**src/verilog/hcs_pkg.sv**
```systemverilog
// Function
// - Link power status enables physical-layer talk
// - Power status low blocks physical-layer traffic; quadlet paths and acks do not check it
// - Resets clear power status; software only sets
// - Posted-write enable selects posted or pending ack
// - Link enable low: no received packets, no requests; transmit quadlets still pass
// - Physical-layer register access works with link off
// - Resets clear link enable; software never clears
// - Soft reset clears control bits and blocks both quadlet paths
// - Soft reset bit reads one during reset
// - Big-endian order sends bits 31:24 first
// - Header quadlets never byte-swapped
// - Swap bypass selects data quadlet byte order
// - Only listed transaction codes are swappable
// - Cycle time value never byte-swapped
// - Physical-layer packet data never byte-swapped
// - Set/clear addresses, ones act, both read back
package hcs_pkg;

  // ==========================================================
  // Register map
  localparam logic [7:0] HCS_SET_OFFSET = 8'h50;
  localparam logic [7:0] HCS_CLEAR_OFFSET = 8'h54;

  // ==========================================================
  // Field positions
  localparam int HCS_BIT_SWAP_BYPASS = 30;
  localparam int HCS_BIT_LPS = 19;
  localparam int HCS_BIT_POSTED = 18;
  localparam int HCS_BIT_LINK_EN = 17;
  localparam int HCS_BIT_SELF_RESET = 16;
  localparam logic [31:0] HCS_RSVD_MASK = 32'hbff0ffff;

  // ==========================================================
  // Values after reset
  localparam logic HCS_LPS_RESET = 1'b0;
  localparam logic HCS_LINK_EN_RESET = 1'b0;
  localparam logic HCS_POSTED_RESET = 1'b0;
  localparam logic HCS_SWAP_BYPASS_RESET = 1'b0;

  // ==========================================================
  // Reset hold time in cycles
  localparam logic [4:0] HCS_RESET_HOLD_CYCLES = 5'h10;

  // ==========================================================
  // Transaction codes
  localparam logic [3:0] HCS_TC_QUAD_WRITE = 4'h0;
  localparam logic [3:0] HCS_TC_BLOCK_WRITE = 4'h1;
  localparam logic [3:0] HCS_TC_QUAD_RESP = 4'h6;
  localparam logic [3:0] HCS_TC_BLOCK_RESP = 4'h7;
  localparam logic [3:0] HCS_TC_LOCK_REQ = 4'h9;
  localparam logic [3:0] HCS_TC_STREAM = 4'ha;
  localparam logic [3:0] HCS_TC_LOCK_RESP = 4'hb;
  localparam logic [3:0] HCS_TC_PHY_PACKET = 4'he;

  typedef enum logic [1:0] {
    HCS_ST_RUN = 2'b01,
    HCS_ST_RESET = 2'b10
  } hcs_state_t;

  // ==========================================================
  // Data quadlets subject to byte order control
  function automatic logic hcs_swappable(input logic [3:0] tcode);
    logic hit;
    hit = 1'b0;
    unique case (tcode)
      HCS_TC_QUAD_WRITE, HCS_TC_BLOCK_WRITE, HCS_TC_QUAD_RESP,
      HCS_TC_BLOCK_RESP, HCS_TC_LOCK_REQ, HCS_TC_STREAM,
      HCS_TC_LOCK_RESP: hit = 1'b1;
      default: hit = 1'b0;
    endcase
    return hit;
  endfunction

  function automatic logic [31:0] hcs_byte_reverse(input logic [31:0] q);
    return {q[7:0], q[15:8], q[23:16], q[31:24]};
  endfunction

endpackage

```
**src/verilog/hcs_quadlet_swap.sv**
```systemverilog
module hcs_quadlet_swap (
  input wire logic sys_clk,
  input wire logic rst,
  input wire logic [31:0] quadIn,
  input wire logic [3:0] tcode,
  input wire logic isHeader,
  input wire logic isCycleTime,
  input wire logic inValid,
  input wire logic swapBypass,
  output logic [31:0] quadOut,
  output logic outValid
);

  // ==========================================================
  // Byte order selection
  logic doSwap;

  assign doSwap = !isHeader && !isCycleTime && !swapBypass
                  && hcs_pkg::hcs_swappable(tcode);

  // Output lane: bits 31:24 leave the link first
  always_ff @(posedge sys_clk) begin
    if (rst) begin
      quadOut <= 32'h00000000;
    end else if (inValid) begin
      quadOut <= doSwap ? hcs_pkg::hcs_byte_reverse(quadIn) : quadIn;
    end
  end

  always_ff @(posedge sys_clk) begin
    if (rst) begin
      outValid <= 1'b0;
    end else begin
      outValid <= inValid;
    end
  end

  // ==========================================================
  // Checks
  property p_header_kept;
    @(posedge sys_clk) disable iff (rst)
    inValid && (isHeader || isCycleTime) |=> quadOut == $past(quadIn);
  endproperty
  a_header_kept: assert property (p_header_kept)
    else $error("header or cycle time quadlet was swapped");

  property p_data_swapped;
    @(posedge sys_clk) disable iff (rst)
    inValid && !isHeader && !isCycleTime && !swapBypass
      && hcs_pkg::hcs_swappable(tcode)
      |=> quadOut == hcs_pkg::hcs_byte_reverse($past(quadIn));
  endproperty
  a_data_swapped: assert property (p_data_swapped)
    else $error("swappable data quadlet not reversed");

  property p_phy_data_kept;
    @(posedge sys_clk) disable iff (rst)
    inValid && tcode == hcs_pkg::HCS_TC_PHY_PACKET |=> quadOut == $past(quadIn);
  endproperty
  a_phy_data_kept: assert property (p_phy_data_kept)
    else $error("phy packet data was swapped");

endmodule

```
**src/verilog/hcs_host_link_control.sv**
```systemverilog
module hcs_host_link_control (
  input wire logic sys_clk,
  input wire logic rst,
  input wire logic [7:0] regAddr,
  input wire logic regWrite,
  input wire logic regRead,
  input wire logic [31:0] regWdata,
  output logic [31:0] regRdata,
  output logic regRdValid,
  input wire logic phyCtrlReq,
  output logic phyRequestLine,
  output logic phyCommEnable,
  input wire logic busReqIn,
  output logic busRequest,
  input wire logic rxPacketValid,
  output logic rxPacketAccept,
  input wire logic physWriteReq,
  output logic ackPostedOut,
  output logic ackPendingOut,
  output logic linkActive,
  output logic resetInProgress,
  input wire logic [31:0] txQuadIn,
  input wire logic [3:0] txTcode,
  input wire logic txIsHeader,
  input wire logic txIsCycleTime,
  input wire logic txValid,
  output logic [31:0] txQuadOut,
  output logic txQuadValid,
  input wire logic [31:0] rxQuadIn,
  input wire logic [3:0] rxTcode,
  input wire logic rxIsHeader,
  input wire logic rxIsCycleTime,
  input wire logic rxValid,
  output logic [31:0] rxQuadOut,
  output logic rxQuadValid
);

  // ==========================================================
  // Control state
  logic linkPowerStatus;
  logic postedWriteEn;
  logic linkActiveEn;
  logic swapBypass;
  hcs_pkg::hcs_state_t state;
  hcs_pkg::hcs_state_t next_state;
  logic [4:0] holdCount;
  logic setHit;
  logic clearHit;
  logic softStart;
  logic resetBusy;
  logic mappedAddr;
  logic [31:0] readValue;

  localparam int RST_BOUND = 18;

  assign setHit = regWrite && (regAddr == hcs_pkg::HCS_SET_OFFSET);
  assign clearHit = regWrite && (regAddr == hcs_pkg::HCS_CLEAR_OFFSET);
  assign mappedAddr = (regAddr == hcs_pkg::HCS_SET_OFFSET)
                      || (regAddr == hcs_pkg::HCS_CLEAR_OFFSET);
  assign resetBusy = (state == hcs_pkg::HCS_ST_RESET);
  assign softStart = !resetBusy && setHit && regWdata[hcs_pkg::HCS_BIT_SELF_RESET];

  // ==========================================================
  // Reset sequencer
  always_comb begin
    next_state = state;
    unique case (state)
      hcs_pkg::HCS_ST_RUN: begin
        if (softStart) begin
          next_state = hcs_pkg::HCS_ST_RESET;
        end
      end
      hcs_pkg::HCS_ST_RESET: begin
        if (holdCount == hcs_pkg::HCS_RESET_HOLD_CYCLES - 5'h01) begin
          next_state = hcs_pkg::HCS_ST_RUN;
        end
      end
    endcase
  end

  always_ff @(posedge sys_clk) begin
    if (rst) begin
      state <= hcs_pkg::HCS_ST_RESET;
    end else begin
      state <= next_state;
    end
  end

  always_ff @(posedge sys_clk) begin
    if (rst || !resetBusy) begin
      holdCount <= 5'h00;
    end else begin
      holdCount <= holdCount + 5'h01;
    end
  end

  // Busy flag seen by software and by the queues
  always_ff @(posedge sys_clk) begin
    if (rst) begin
      resetInProgress <= 1'b1;
    end else begin
      resetInProgress <= (next_state == hcs_pkg::HCS_ST_RESET);
    end
  end

  // ==========================================================
  // Link power status, set only
  always_ff @(posedge sys_clk) begin
    if (rst) begin
      linkPowerStatus <= hcs_pkg::HCS_LPS_RESET;
    end else if (resetBusy || softStart) begin
      linkPowerStatus <= hcs_pkg::HCS_LPS_RESET;
    end else if (setHit && regWdata[hcs_pkg::HCS_BIT_LPS]) begin
      linkPowerStatus <= 1'b1;
    end
  end

  // ==========================================================
  // Link enable, set only
  always_ff @(posedge sys_clk) begin
    if (rst) begin
      linkActiveEn <= hcs_pkg::HCS_LINK_EN_RESET;
    end else if (resetBusy || softStart) begin
      linkActiveEn <= hcs_pkg::HCS_LINK_EN_RESET;
    end else if (setHit && regWdata[hcs_pkg::HCS_BIT_LINK_EN]) begin
      linkActiveEn <= 1'b1;
    end
  end

  // ==========================================================
  // Posted write enable, set and clear
  always_ff @(posedge sys_clk) begin
    if (rst) begin
      postedWriteEn <= hcs_pkg::HCS_POSTED_RESET;
    end else if (resetBusy || softStart) begin
      postedWriteEn <= hcs_pkg::HCS_POSTED_RESET;
    end else if (setHit && regWdata[hcs_pkg::HCS_BIT_POSTED]) begin
      postedWriteEn <= 1'b1;
    end else if (clearHit && regWdata[hcs_pkg::HCS_BIT_POSTED]) begin
      postedWriteEn <= 1'b0;
    end
  end

  // ==========================================================
  // Data swap bypass, set and clear
  always_ff @(posedge sys_clk) begin
    if (rst) begin
      swapBypass <= hcs_pkg::HCS_SWAP_BYPASS_RESET;
    end else if (resetBusy || softStart) begin
      swapBypass <= hcs_pkg::HCS_SWAP_BYPASS_RESET;
    end else if (setHit && regWdata[hcs_pkg::HCS_BIT_SWAP_BYPASS]) begin
      swapBypass <= 1'b1;
    end else if (clearHit && regWdata[hcs_pkg::HCS_BIT_SWAP_BYPASS]) begin
      swapBypass <= 1'b0;
    end
  end

  // ==========================================================
  // Read path
  always_comb begin
    readValue = 32'h00000000;
    readValue[hcs_pkg::HCS_BIT_SWAP_BYPASS] = swapBypass;
    readValue[hcs_pkg::HCS_BIT_LPS] = linkPowerStatus;
    readValue[hcs_pkg::HCS_BIT_POSTED] = postedWriteEn;
    readValue[hcs_pkg::HCS_BIT_LINK_EN] = linkActiveEn;
    readValue[hcs_pkg::HCS_BIT_SELF_RESET] = resetBusy;
  end

  always_ff @(posedge sys_clk) begin
    if (rst) begin
      regRdata <= 32'h00000000;
    end else if (regRead) begin
      regRdata <= mappedAddr ? readValue : 32'h00000000;
    end
  end

  always_ff @(posedge sys_clk) begin
    if (rst) begin
      regRdValid <= 1'b0;
    end else begin
      regRdValid <= regRead;
    end
  end

  // ==========================================================
  // Physical-layer side
  always_ff @(posedge sys_clk) begin
    if (rst) begin
      phyCommEnable <= 1'b0;
    end else begin
      phyCommEnable <= linkPowerStatus;
    end
  end

  always_ff @(posedge sys_clk) begin
    if (rst) begin
      phyRequestLine <= 1'b0;
    end else begin
      phyRequestLine <= phyCtrlReq && linkPowerStatus;
    end
  end

  // ==========================================================
  // Bus side, gated by link enable
  always_ff @(posedge sys_clk) begin
    if (rst) begin
      linkActive <= 1'b0;
    end else begin
      linkActive <= linkActiveEn;
    end
  end

  always_ff @(posedge sys_clk) begin
    if (rst) begin
      busRequest <= 1'b0;
    end else begin
      busRequest <= busReqIn && linkActiveEn && linkPowerStatus;
    end
  end

  always_ff @(posedge sys_clk) begin
    if (rst) begin
      rxPacketAccept <= 1'b0;
    end else begin
      rxPacketAccept <= rxPacketValid && linkActiveEn && linkPowerStatus;
    end
  end

  // Physical write acknowledge choice
  always_ff @(posedge sys_clk) begin
    if (rst) begin
      ackPostedOut <= 1'b0;
      ackPendingOut <= 1'b0;
    end else begin
      ackPostedOut <= physWriteReq && linkActiveEn && postedWriteEn;
      ackPendingOut <= physWriteReq && linkActiveEn && !postedWriteEn;
    end
  end

  // ==========================================================
  // Quadlet byte order, both directions
  hcs_quadlet_swap u_tx_swap (
    .sys_clk(sys_clk),
    .rst(rst),
    .quadIn(txQuadIn),
    .tcode(txTcode),
    .isHeader(txIsHeader),
    .isCycleTime(txIsCycleTime),
    .inValid(txValid && !resetBusy),
    .swapBypass(swapBypass),
    .quadOut(txQuadOut),
    .outValid(txQuadValid)
  );

  hcs_quadlet_swap u_rx_swap (
    .sys_clk(sys_clk),
    .rst(rst),
    .quadIn(rxQuadIn),
    .tcode(rxTcode),
    .isHeader(rxIsHeader),
    .isCycleTime(rxIsCycleTime),
    .inValid(rxValid && linkActiveEn && !resetBusy),
    .swapBypass(swapBypass),
    .quadOut(rxQuadOut),
    .outValid(rxQuadValid)
  );

  // ==========================================================
  // Checks
  property p_phy_req_needs_lps;
    @(posedge sys_clk) disable iff (rst)
    phyRequestLine |-> $past(linkPowerStatus);
  endproperty
  a_phy_req_needs_lps: assert property (p_phy_req_needs_lps)
    else $error("phy request without link power status");

  property p_phy_ctrl_link_off;
    @(posedge sys_clk) disable iff (rst)
    phyCtrlReq && linkPowerStatus && !linkActiveEn |=> phyRequestLine;
  endproperty
  a_phy_ctrl_link_off: assert property (p_phy_ctrl_link_off)
    else $error("phy register access dropped while link off");

  property p_lps_falls_on_reset;
    @(posedge sys_clk) disable iff (rst)
    $fell(linkPowerStatus) |-> resetBusy;
  endproperty
  a_lps_falls_on_reset: assert property (p_lps_falls_on_reset)
    else $error("link power status cleared outside reset");

  property p_link_clear_in_reset;
    @(posedge sys_clk) disable iff (rst)
    resetBusy |-> !linkActiveEn && !linkPowerStatus && !postedWriteEn;
  endproperty
  a_link_clear_in_reset: assert property (p_link_clear_in_reset)
    else $error("control bits set during reset");

  property p_no_bus_req_off;
    @(posedge sys_clk) disable iff (rst)
    busRequest || rxPacketAccept |-> $past(linkActiveEn);
  endproperty
  a_no_bus_req_off: assert property (p_no_bus_req_off)
    else $error("bus activity while link disabled");

  property p_ack_choice;
    @(posedge sys_clk) disable iff (rst)
    physWriteReq && linkActiveEn |=> (ackPostedOut == $past(postedWriteEn))
      && (ackPendingOut == !$past(postedWriteEn));
  endproperty
  a_ack_choice: assert property (p_ack_choice)
    else $error("wrong acknowledge for physical write");

  property p_reset_ends;
    @(posedge sys_clk) disable iff (rst)
    $rose(resetBusy) |-> resetBusy[*8] ##[1:RST_BOUND] !resetBusy;
  endproperty
  a_reset_ends: assert property (p_reset_ends)
    else $error("soft reset length wrong");

  property p_readback;
    @(posedge sys_clk) disable iff (rst)
    regRead && mappedAddr |=> regRdata[hcs_pkg::HCS_BIT_LPS] == $past(linkPowerStatus)
      && regRdata[hcs_pkg::HCS_BIT_SELF_RESET] == $past(resetBusy);
  endproperty
  a_readback: assert property (p_readback)
    else $error("register readback mismatch");

  property p_reserved_zero;
    @(posedge sys_clk) disable iff (rst)
    regRdValid |-> (regRdata & hcs_pkg::HCS_RSVD_MASK) == 32'h00000000;
  endproperty
  a_reserved_zero: assert property (p_reserved_zero)
    else $error("reserved bits read nonzero");

  property p_clear_posted;
    @(posedge sys_clk) disable iff (rst)
    clearHit && regWdata[hcs_pkg::HCS_BIT_POSTED] |=> !postedWriteEn;
  endproperty
  a_clear_posted: assert property (p_clear_posted)
    else $error("clear address did not clear posted write enable");

endmodule

```
**config.mk**
```make
export PLATFORM = sky130hd
export DESIGN_NAME = hcs_host_link_control
export DESIGN_NICKNAME = d
export VERILOG_FILES = /design/src/verilog/hcs_pkg.sv /design/src/verilog/hcs_quadlet_swap.sv /design/src/verilog/hcs_host_link_control.sv
export SDC_FILE = /design/constraint.sdc
export NUM_CORES = 1
export LEC_CHECK = 0
export BUFFER_PORTS_ARGS = -buffer_cell sky130_fd_sc_hd__buf_2
export CAP_MARGIN = 10
export CORE_MARGIN = 3
export CORE_UTILIZATION = 49
export CTS_CLUSTER_SIZE = 30
export DETAILED_ROUTE_END_ITERATION = 12
export PLACE_DENSITY = 0.86
export SYNTH_ARGS = -nofsm -noshare
export SYNTH_HDL_FRONTEND = slang
export SYNTH_SLANG_ARGS = --single-unit
```
**constraint.sdc**
```tcl
create_clock -name sys_clk -period 2.5 [get_ports sys_clk]
set_input_delay 0.25 -clock sys_clk [delete_from_list [all_inputs] [get_ports sys_clk]]
set_output_delay 0.25 -clock sys_clk [all_outputs]
set_load 0.02 [all_outputs]
```
[Word-level counts from Yosys, hierarchy flattened]
Index checks and enable logic that the tools add are counted.
Word-level totals
  register bits after elaboration: 118
  input bits: 126
  word-level logic and storage cells: 95
Cells by class
  $add $sub $neg: 1
  equal/unequal tests: 18
  muxes and demuxes: 12
  reductions and logical operators: 44
Operators by type and width (count)
  32-bit two-way mux: 2
  31-bit two-way mux: 1
  1-bit logical AND: 27
  4-bit == test, second input constant: 6
  4-bit by 3-bit == test with 1-bit output, second input constant: 4
  8-bit by 7-bit == test with 1-bit output, second input constant: 2
  7-bit OR reduction: 2
  4-bit by 1-bit == test with 1-bit output, second input constant: 2
  4-bit zero test: 2
  1-bit zero test: 7
  1-bit two-way mux: 6
  5-bit by 1-bit adder with 5-bit output, second input constant: 1
  5-bit by 4-bit == test with 1-bit output, second input constant: 1
  2-bit == test, second input constant: 2
  2-bit two-way mux: 2
  2-bit case mux with 2 select lines: 1
  2-bit nonzero test: 2
  1-bit logical OR: 3
  2-bit by 1-bit == test with 1-bit output, second input constant: 1
  2-bit OR reduction: 1

[Logic depth before layout (Yosys ltp)]
  word-level depth: 7
  mapped depth: 7
  depth with buffers taken out: 6

[Cells and area by module]
Synthesis repeated with hierarchy kept, for this count alone.
Unflattened totals
  cells, all modules: 500
  area, all modules: 4621.9 sq um
Modules (own cells, without submodules)
  hcs_quadlet_swap: instances 2, cells each 188, area each 1725.4 sq um, sequential area each 660.6 sq um
  hcs_host_link_control: instances 1, cells each 124, area each 1171.1 sq um, sequential area each 500.5 sq um

[Worst setup path before layout]
No wires, ideal clock.
  path kind: register to register
  from: register state[0]
  to: register u_rx_swap.quadOut[10]
  library setup time: 0.132 ns
  data arrival time: 1.399 ns
  data required time: 2.368 ns
  slack: 0.969 ns
  cell stages (with the launch flop): 8
  buffers on the path: 3
  period minus slack after synthesis: 1.531 ns
  path through: dfxtp_1 nand2b_1 buf_2 nand3_1 buf_2 clkbuf_1 nor4_1 a211oi_2
Between the ends
  word-level cells in the longest chain between the ends: 3
Ends and longest elaborated chain
  from (decl): RTL line hcs_host_link_control.sv:44  | hcs_pkg::hcs_state_t state;
  from (signal assigned): RTL line hcs_host_link_control.sv:83  | state <= hcs_pkg::HCS_ST_RESET;
  from (signal assigned): RTL line hcs_host_link_control.sv:85  | state <= next_state;
  2-bit == test: RTL line hcs_host_link_control.sv:60  | assign resetBusy = (state == hcs_pkg::HCS_ST_RESET);
  1-bit zero test: RTL line hcs_host_link_control.sv:262  | .inValid(rxValid && linkActiveEn && !resetBusy),
  1-bit logical AND: RTL line hcs_host_link_control.sv:262
  to (signal assigned): RTL line hcs_quadlet_swap.sv:26  | quadOut <= doSwap ? hcs_pkg::hcs_byte_reverse(quadIn) : quadIn;
  to (decl): RTL line hcs_quadlet_swap.sv:10  | output logic [31:0] quadOut,
No other way between the ends.
A chain may end at the register's enable or synchronous reset.

[Worst setup path after layout]
  from: register state[0]
  to: register u_tx_swap.quadOut[22]
Between the ends
  word-level cells in the longest chain between the ends: 3
Ends and longest elaborated chain
  2-bit == test: RTL line hcs_host_link_control.sv:60
  1-bit zero test: RTL line hcs_host_link_control.sv:249  | .inValid(txValid && !resetBusy),
  1-bit logical AND: RTL line hcs_host_link_control.sv:249
  to (signal assigned): RTL line hcs_quadlet_swap.sv:26
  to (decl): RTL line hcs_quadlet_swap.sv:10
No other way between the ends.

==> qor.yml <==
synth_common_cells: "dfxtp_1, nor2_1, a211oi_1"
p_leak_uw: 0.00243
ant_nets: 0
cts_buffers: 9
hold_violations: 0
p_sw_uw: 679
dp_hpwl_mm: 8.70
synthToLayoutAreaGrowth_pct: 25.0
yosysWarnings: 0
dieArea_sq_mm: 0.0101
slowest_stage: "and2_1"
path_cells: "nand2b_1, and2_1, buf_4, o21ai_0, a211oi_1"
worstPathMaxFanout: 22
num_rows: 33
start_util_pct: 51.9
swShare_pct: 22.7
cts_root_buf: "clkbuf_8"
cp.required_ps: 2750
routed_wirelength_mm: 11.9
period_share_pct: 77.2
dp_slack_ps: 606
holdBufCountCts: 0
p_per_area_mw_per_mm2: 544
tritoncts: "yes"
die_y_um: 101
worst_slack_ps: 571
max_cap_viol_count: 0
hold_class: "in2reg"
first_pass_iters: 5
tightest_slew_ps: 607
grt_pass1_vias: 4134
slew_headroom_pct: 59.5
yosysMostFrequentCell: "dfxtp_1"
grt_max_degree: 46
fin_skew_ps: 7.37
netlist.area_leader.share_pct: 41.5
core-area_sq_mm: 0.00846
clk_path_buf_depth: 2
avgSynthCellArea_sq_um: 8.66
die_w_um: 101
synth_area_leaders: "dfxtp_1, a211oi_1, a211oi_2"
synth_async_sr_flop_share_pct: 0
path_class: "reg2reg"
rsz0062_at_grt: "no"
track_usage_pct: 22.5
drc: 0
pwr-share-comb_pct: 8.4
drive_gt1_share_pct: 36.8
wl_per_cell_um: 15.5
fmax_ghz: 0.518
utilization_pct: 64.8
report.final.slew_viol_count: 0
cpPeakStageDelay_ps: 410
period_minus_slack_ps: 1930
synth_cell_types: 37
clk_latency_ps: 350
arrival_ps: 2180
post_drt_via_cell_ratio: 5.72
ys_seq_area_share_pct: 41.5
nets: 788
clock_sinks: 91
first_iter_violations: 171
internal_power_uw: 2310
setup_viol: 0
grt-ovfl-total: 0
status: "complete, no violations"
cts_setup_buffers: 0
portBuffers: 178
ir_worst_vdd_v: 0.000320
place_congestion: 0.782
h-tree-depth: 3
n_antenna_cell: 0
dpl.cell_count: 754
ctsResizeCount: 0
grt_pass1_wl_mm: 18.9
pwr-share-seq_pct: 48.8
synth_ff_type: "dfxtp_1"
final_cells: 770
clock_power_share_pct: 42.8
synth_cells: 507
fin_tns_setup_ps: 0
vias: 4401
ioPinCount: 233
synth_top_cell_by_area: "dfxtp_1"
cp-end-kind: "flip-flop"
antenna_found_initial: 0
synth_area_sq_mm: 0.00439
synth-edff-count: 0
ys_ff_latch: 91
clkSlewWorstSetupHoldPaths_ps: 90
critPathLaunchType: "flip-flop"
## power groups by stage
stage	clock, uW	combinational (uW)	sequential [uW]
global route	1360	275	1460
floorplan	0	158	1490
detailed placement	0	247	1490
global placement	0	241	1490
finish	1280	251	1460
CTS	1300	247	1460
## through the flow
stage | total power, uW | cell area (sq um) | hold WS [ps]
3_5_place_dp | 1740 | 5220 | 452
5_1_grt | 3090 | 5490 | 96.4
2_1_floorplan | 1650 | 4490 | 364
6_report | 2990 | 5490 | 114
3_3_place_gp | 1730 | 5220 | 441
4_1_cts | 3000 | 5490 | 107
## cell usage in the layout (no fill, tap or decap), types with 2 or more instances in the layout
cell / synthesis / layout
nor2_1: 81 / 81
nor3_1: 5 / 5
and2_1: 3 / 3
a211oi_2: 30 / 30
a21oi_1: 8 / 7
conb_1: 1 / 27
bufinv_16: 0 / 4
a21oi_2: 1 / 2
ha_1: 2 / 2
nand2_1: 3 / 2
buf_4: 27 / 14
inv_1: 4 / 4
dfxtp_1: 91 / 91
mux2i_1: 2 / 2
nand4_1: 2 / 2
o21ai_0: 65 / 65
nor2b_1: 10 / 10
and3_1: 7 / 7
buf_2: 12 / 178
nor4_1: 32 / 32
nand2b_1: 3 / 3
clkbuf_8: 0 / 9
a211oi_1: 66 / 66
## path summary, 6_finish.rpt
path / endpoint / from / slack (ps) / cells after the start
setup / recovery: u_tx_swap.quadOut[22]$_SDFFE_PP0P_ / state[0]$_SDFF_PP0_ / 570 / 5
hold / removal: phyRequestLine$_SDFF_PP0_ / phyCtrlReq / 110 / 2
setup reg to reg: u_tx_swap.quadOut[22]$_SDFFE_PP0P_ / state[0]$_SDFF_PP0_ / 570 / 5
hold reg to reg: ackPendingOut$_SDFF_PP0_ / postedWriteEn$_SDFFE_PP0P_ / 480 / 1
## layout make-up
type | count | area (sq um)
clock buffer | 10 | 128
fill | 696 | 2980
clock inverter | 6 | 136
inverter | 4 | 15.0
sequential | 91 | 1820
multi-input combinational | 361 | 2240
timing repair buffer | 193 | 1020
tap | 105 | 131
## sequential cells by signal, indices dropped and copies added, names as in the netlist, 2 cells and up
name and cells:
u_tx_swap.quadOut 32, state 2, regRdata 5, holdCount 5, u_rx_swap.quadOut 32
## routing by layer
layer	track usage (%)	vias to the layer above	share of wire (%)
li1	-	2108	-
met2	39.6	193	51
met1	26.1	2082	39
met4	7.77	0	1.6
met5	0	-	0
met3	6.23	18	8.8
## worst max-delay path: cells and delay by family, from the launching register on
| family | cells | cell delay, ps |
|---|---|---|
| and+or+nand+nor | 2 | 790 |
| DFF | 1 | 350 |
| buffers and inverters | 1 | 310 |
| AOI/OAI and AO/OA | 2 | 390 |
## kinds of logic (layout without fill, tap and decap cells)
group / Yosys count / in the layout / synth area share, %
compound gates: 177 / 177 / 30.2
xor+xnor: 2 / 2 / 0.399
fa+ha+maj: 2 / 2 / 0.570
buf+inv: 81 / 213 / 10.1
flops: 91 / 91 / 41.5
mux: 2 / 2 / 0.456
other cells: 1 / 27 / 0.0854
simple gates: 151 / 151 / 16.7
Note: power is estimated with default switching activity, not from simulation.
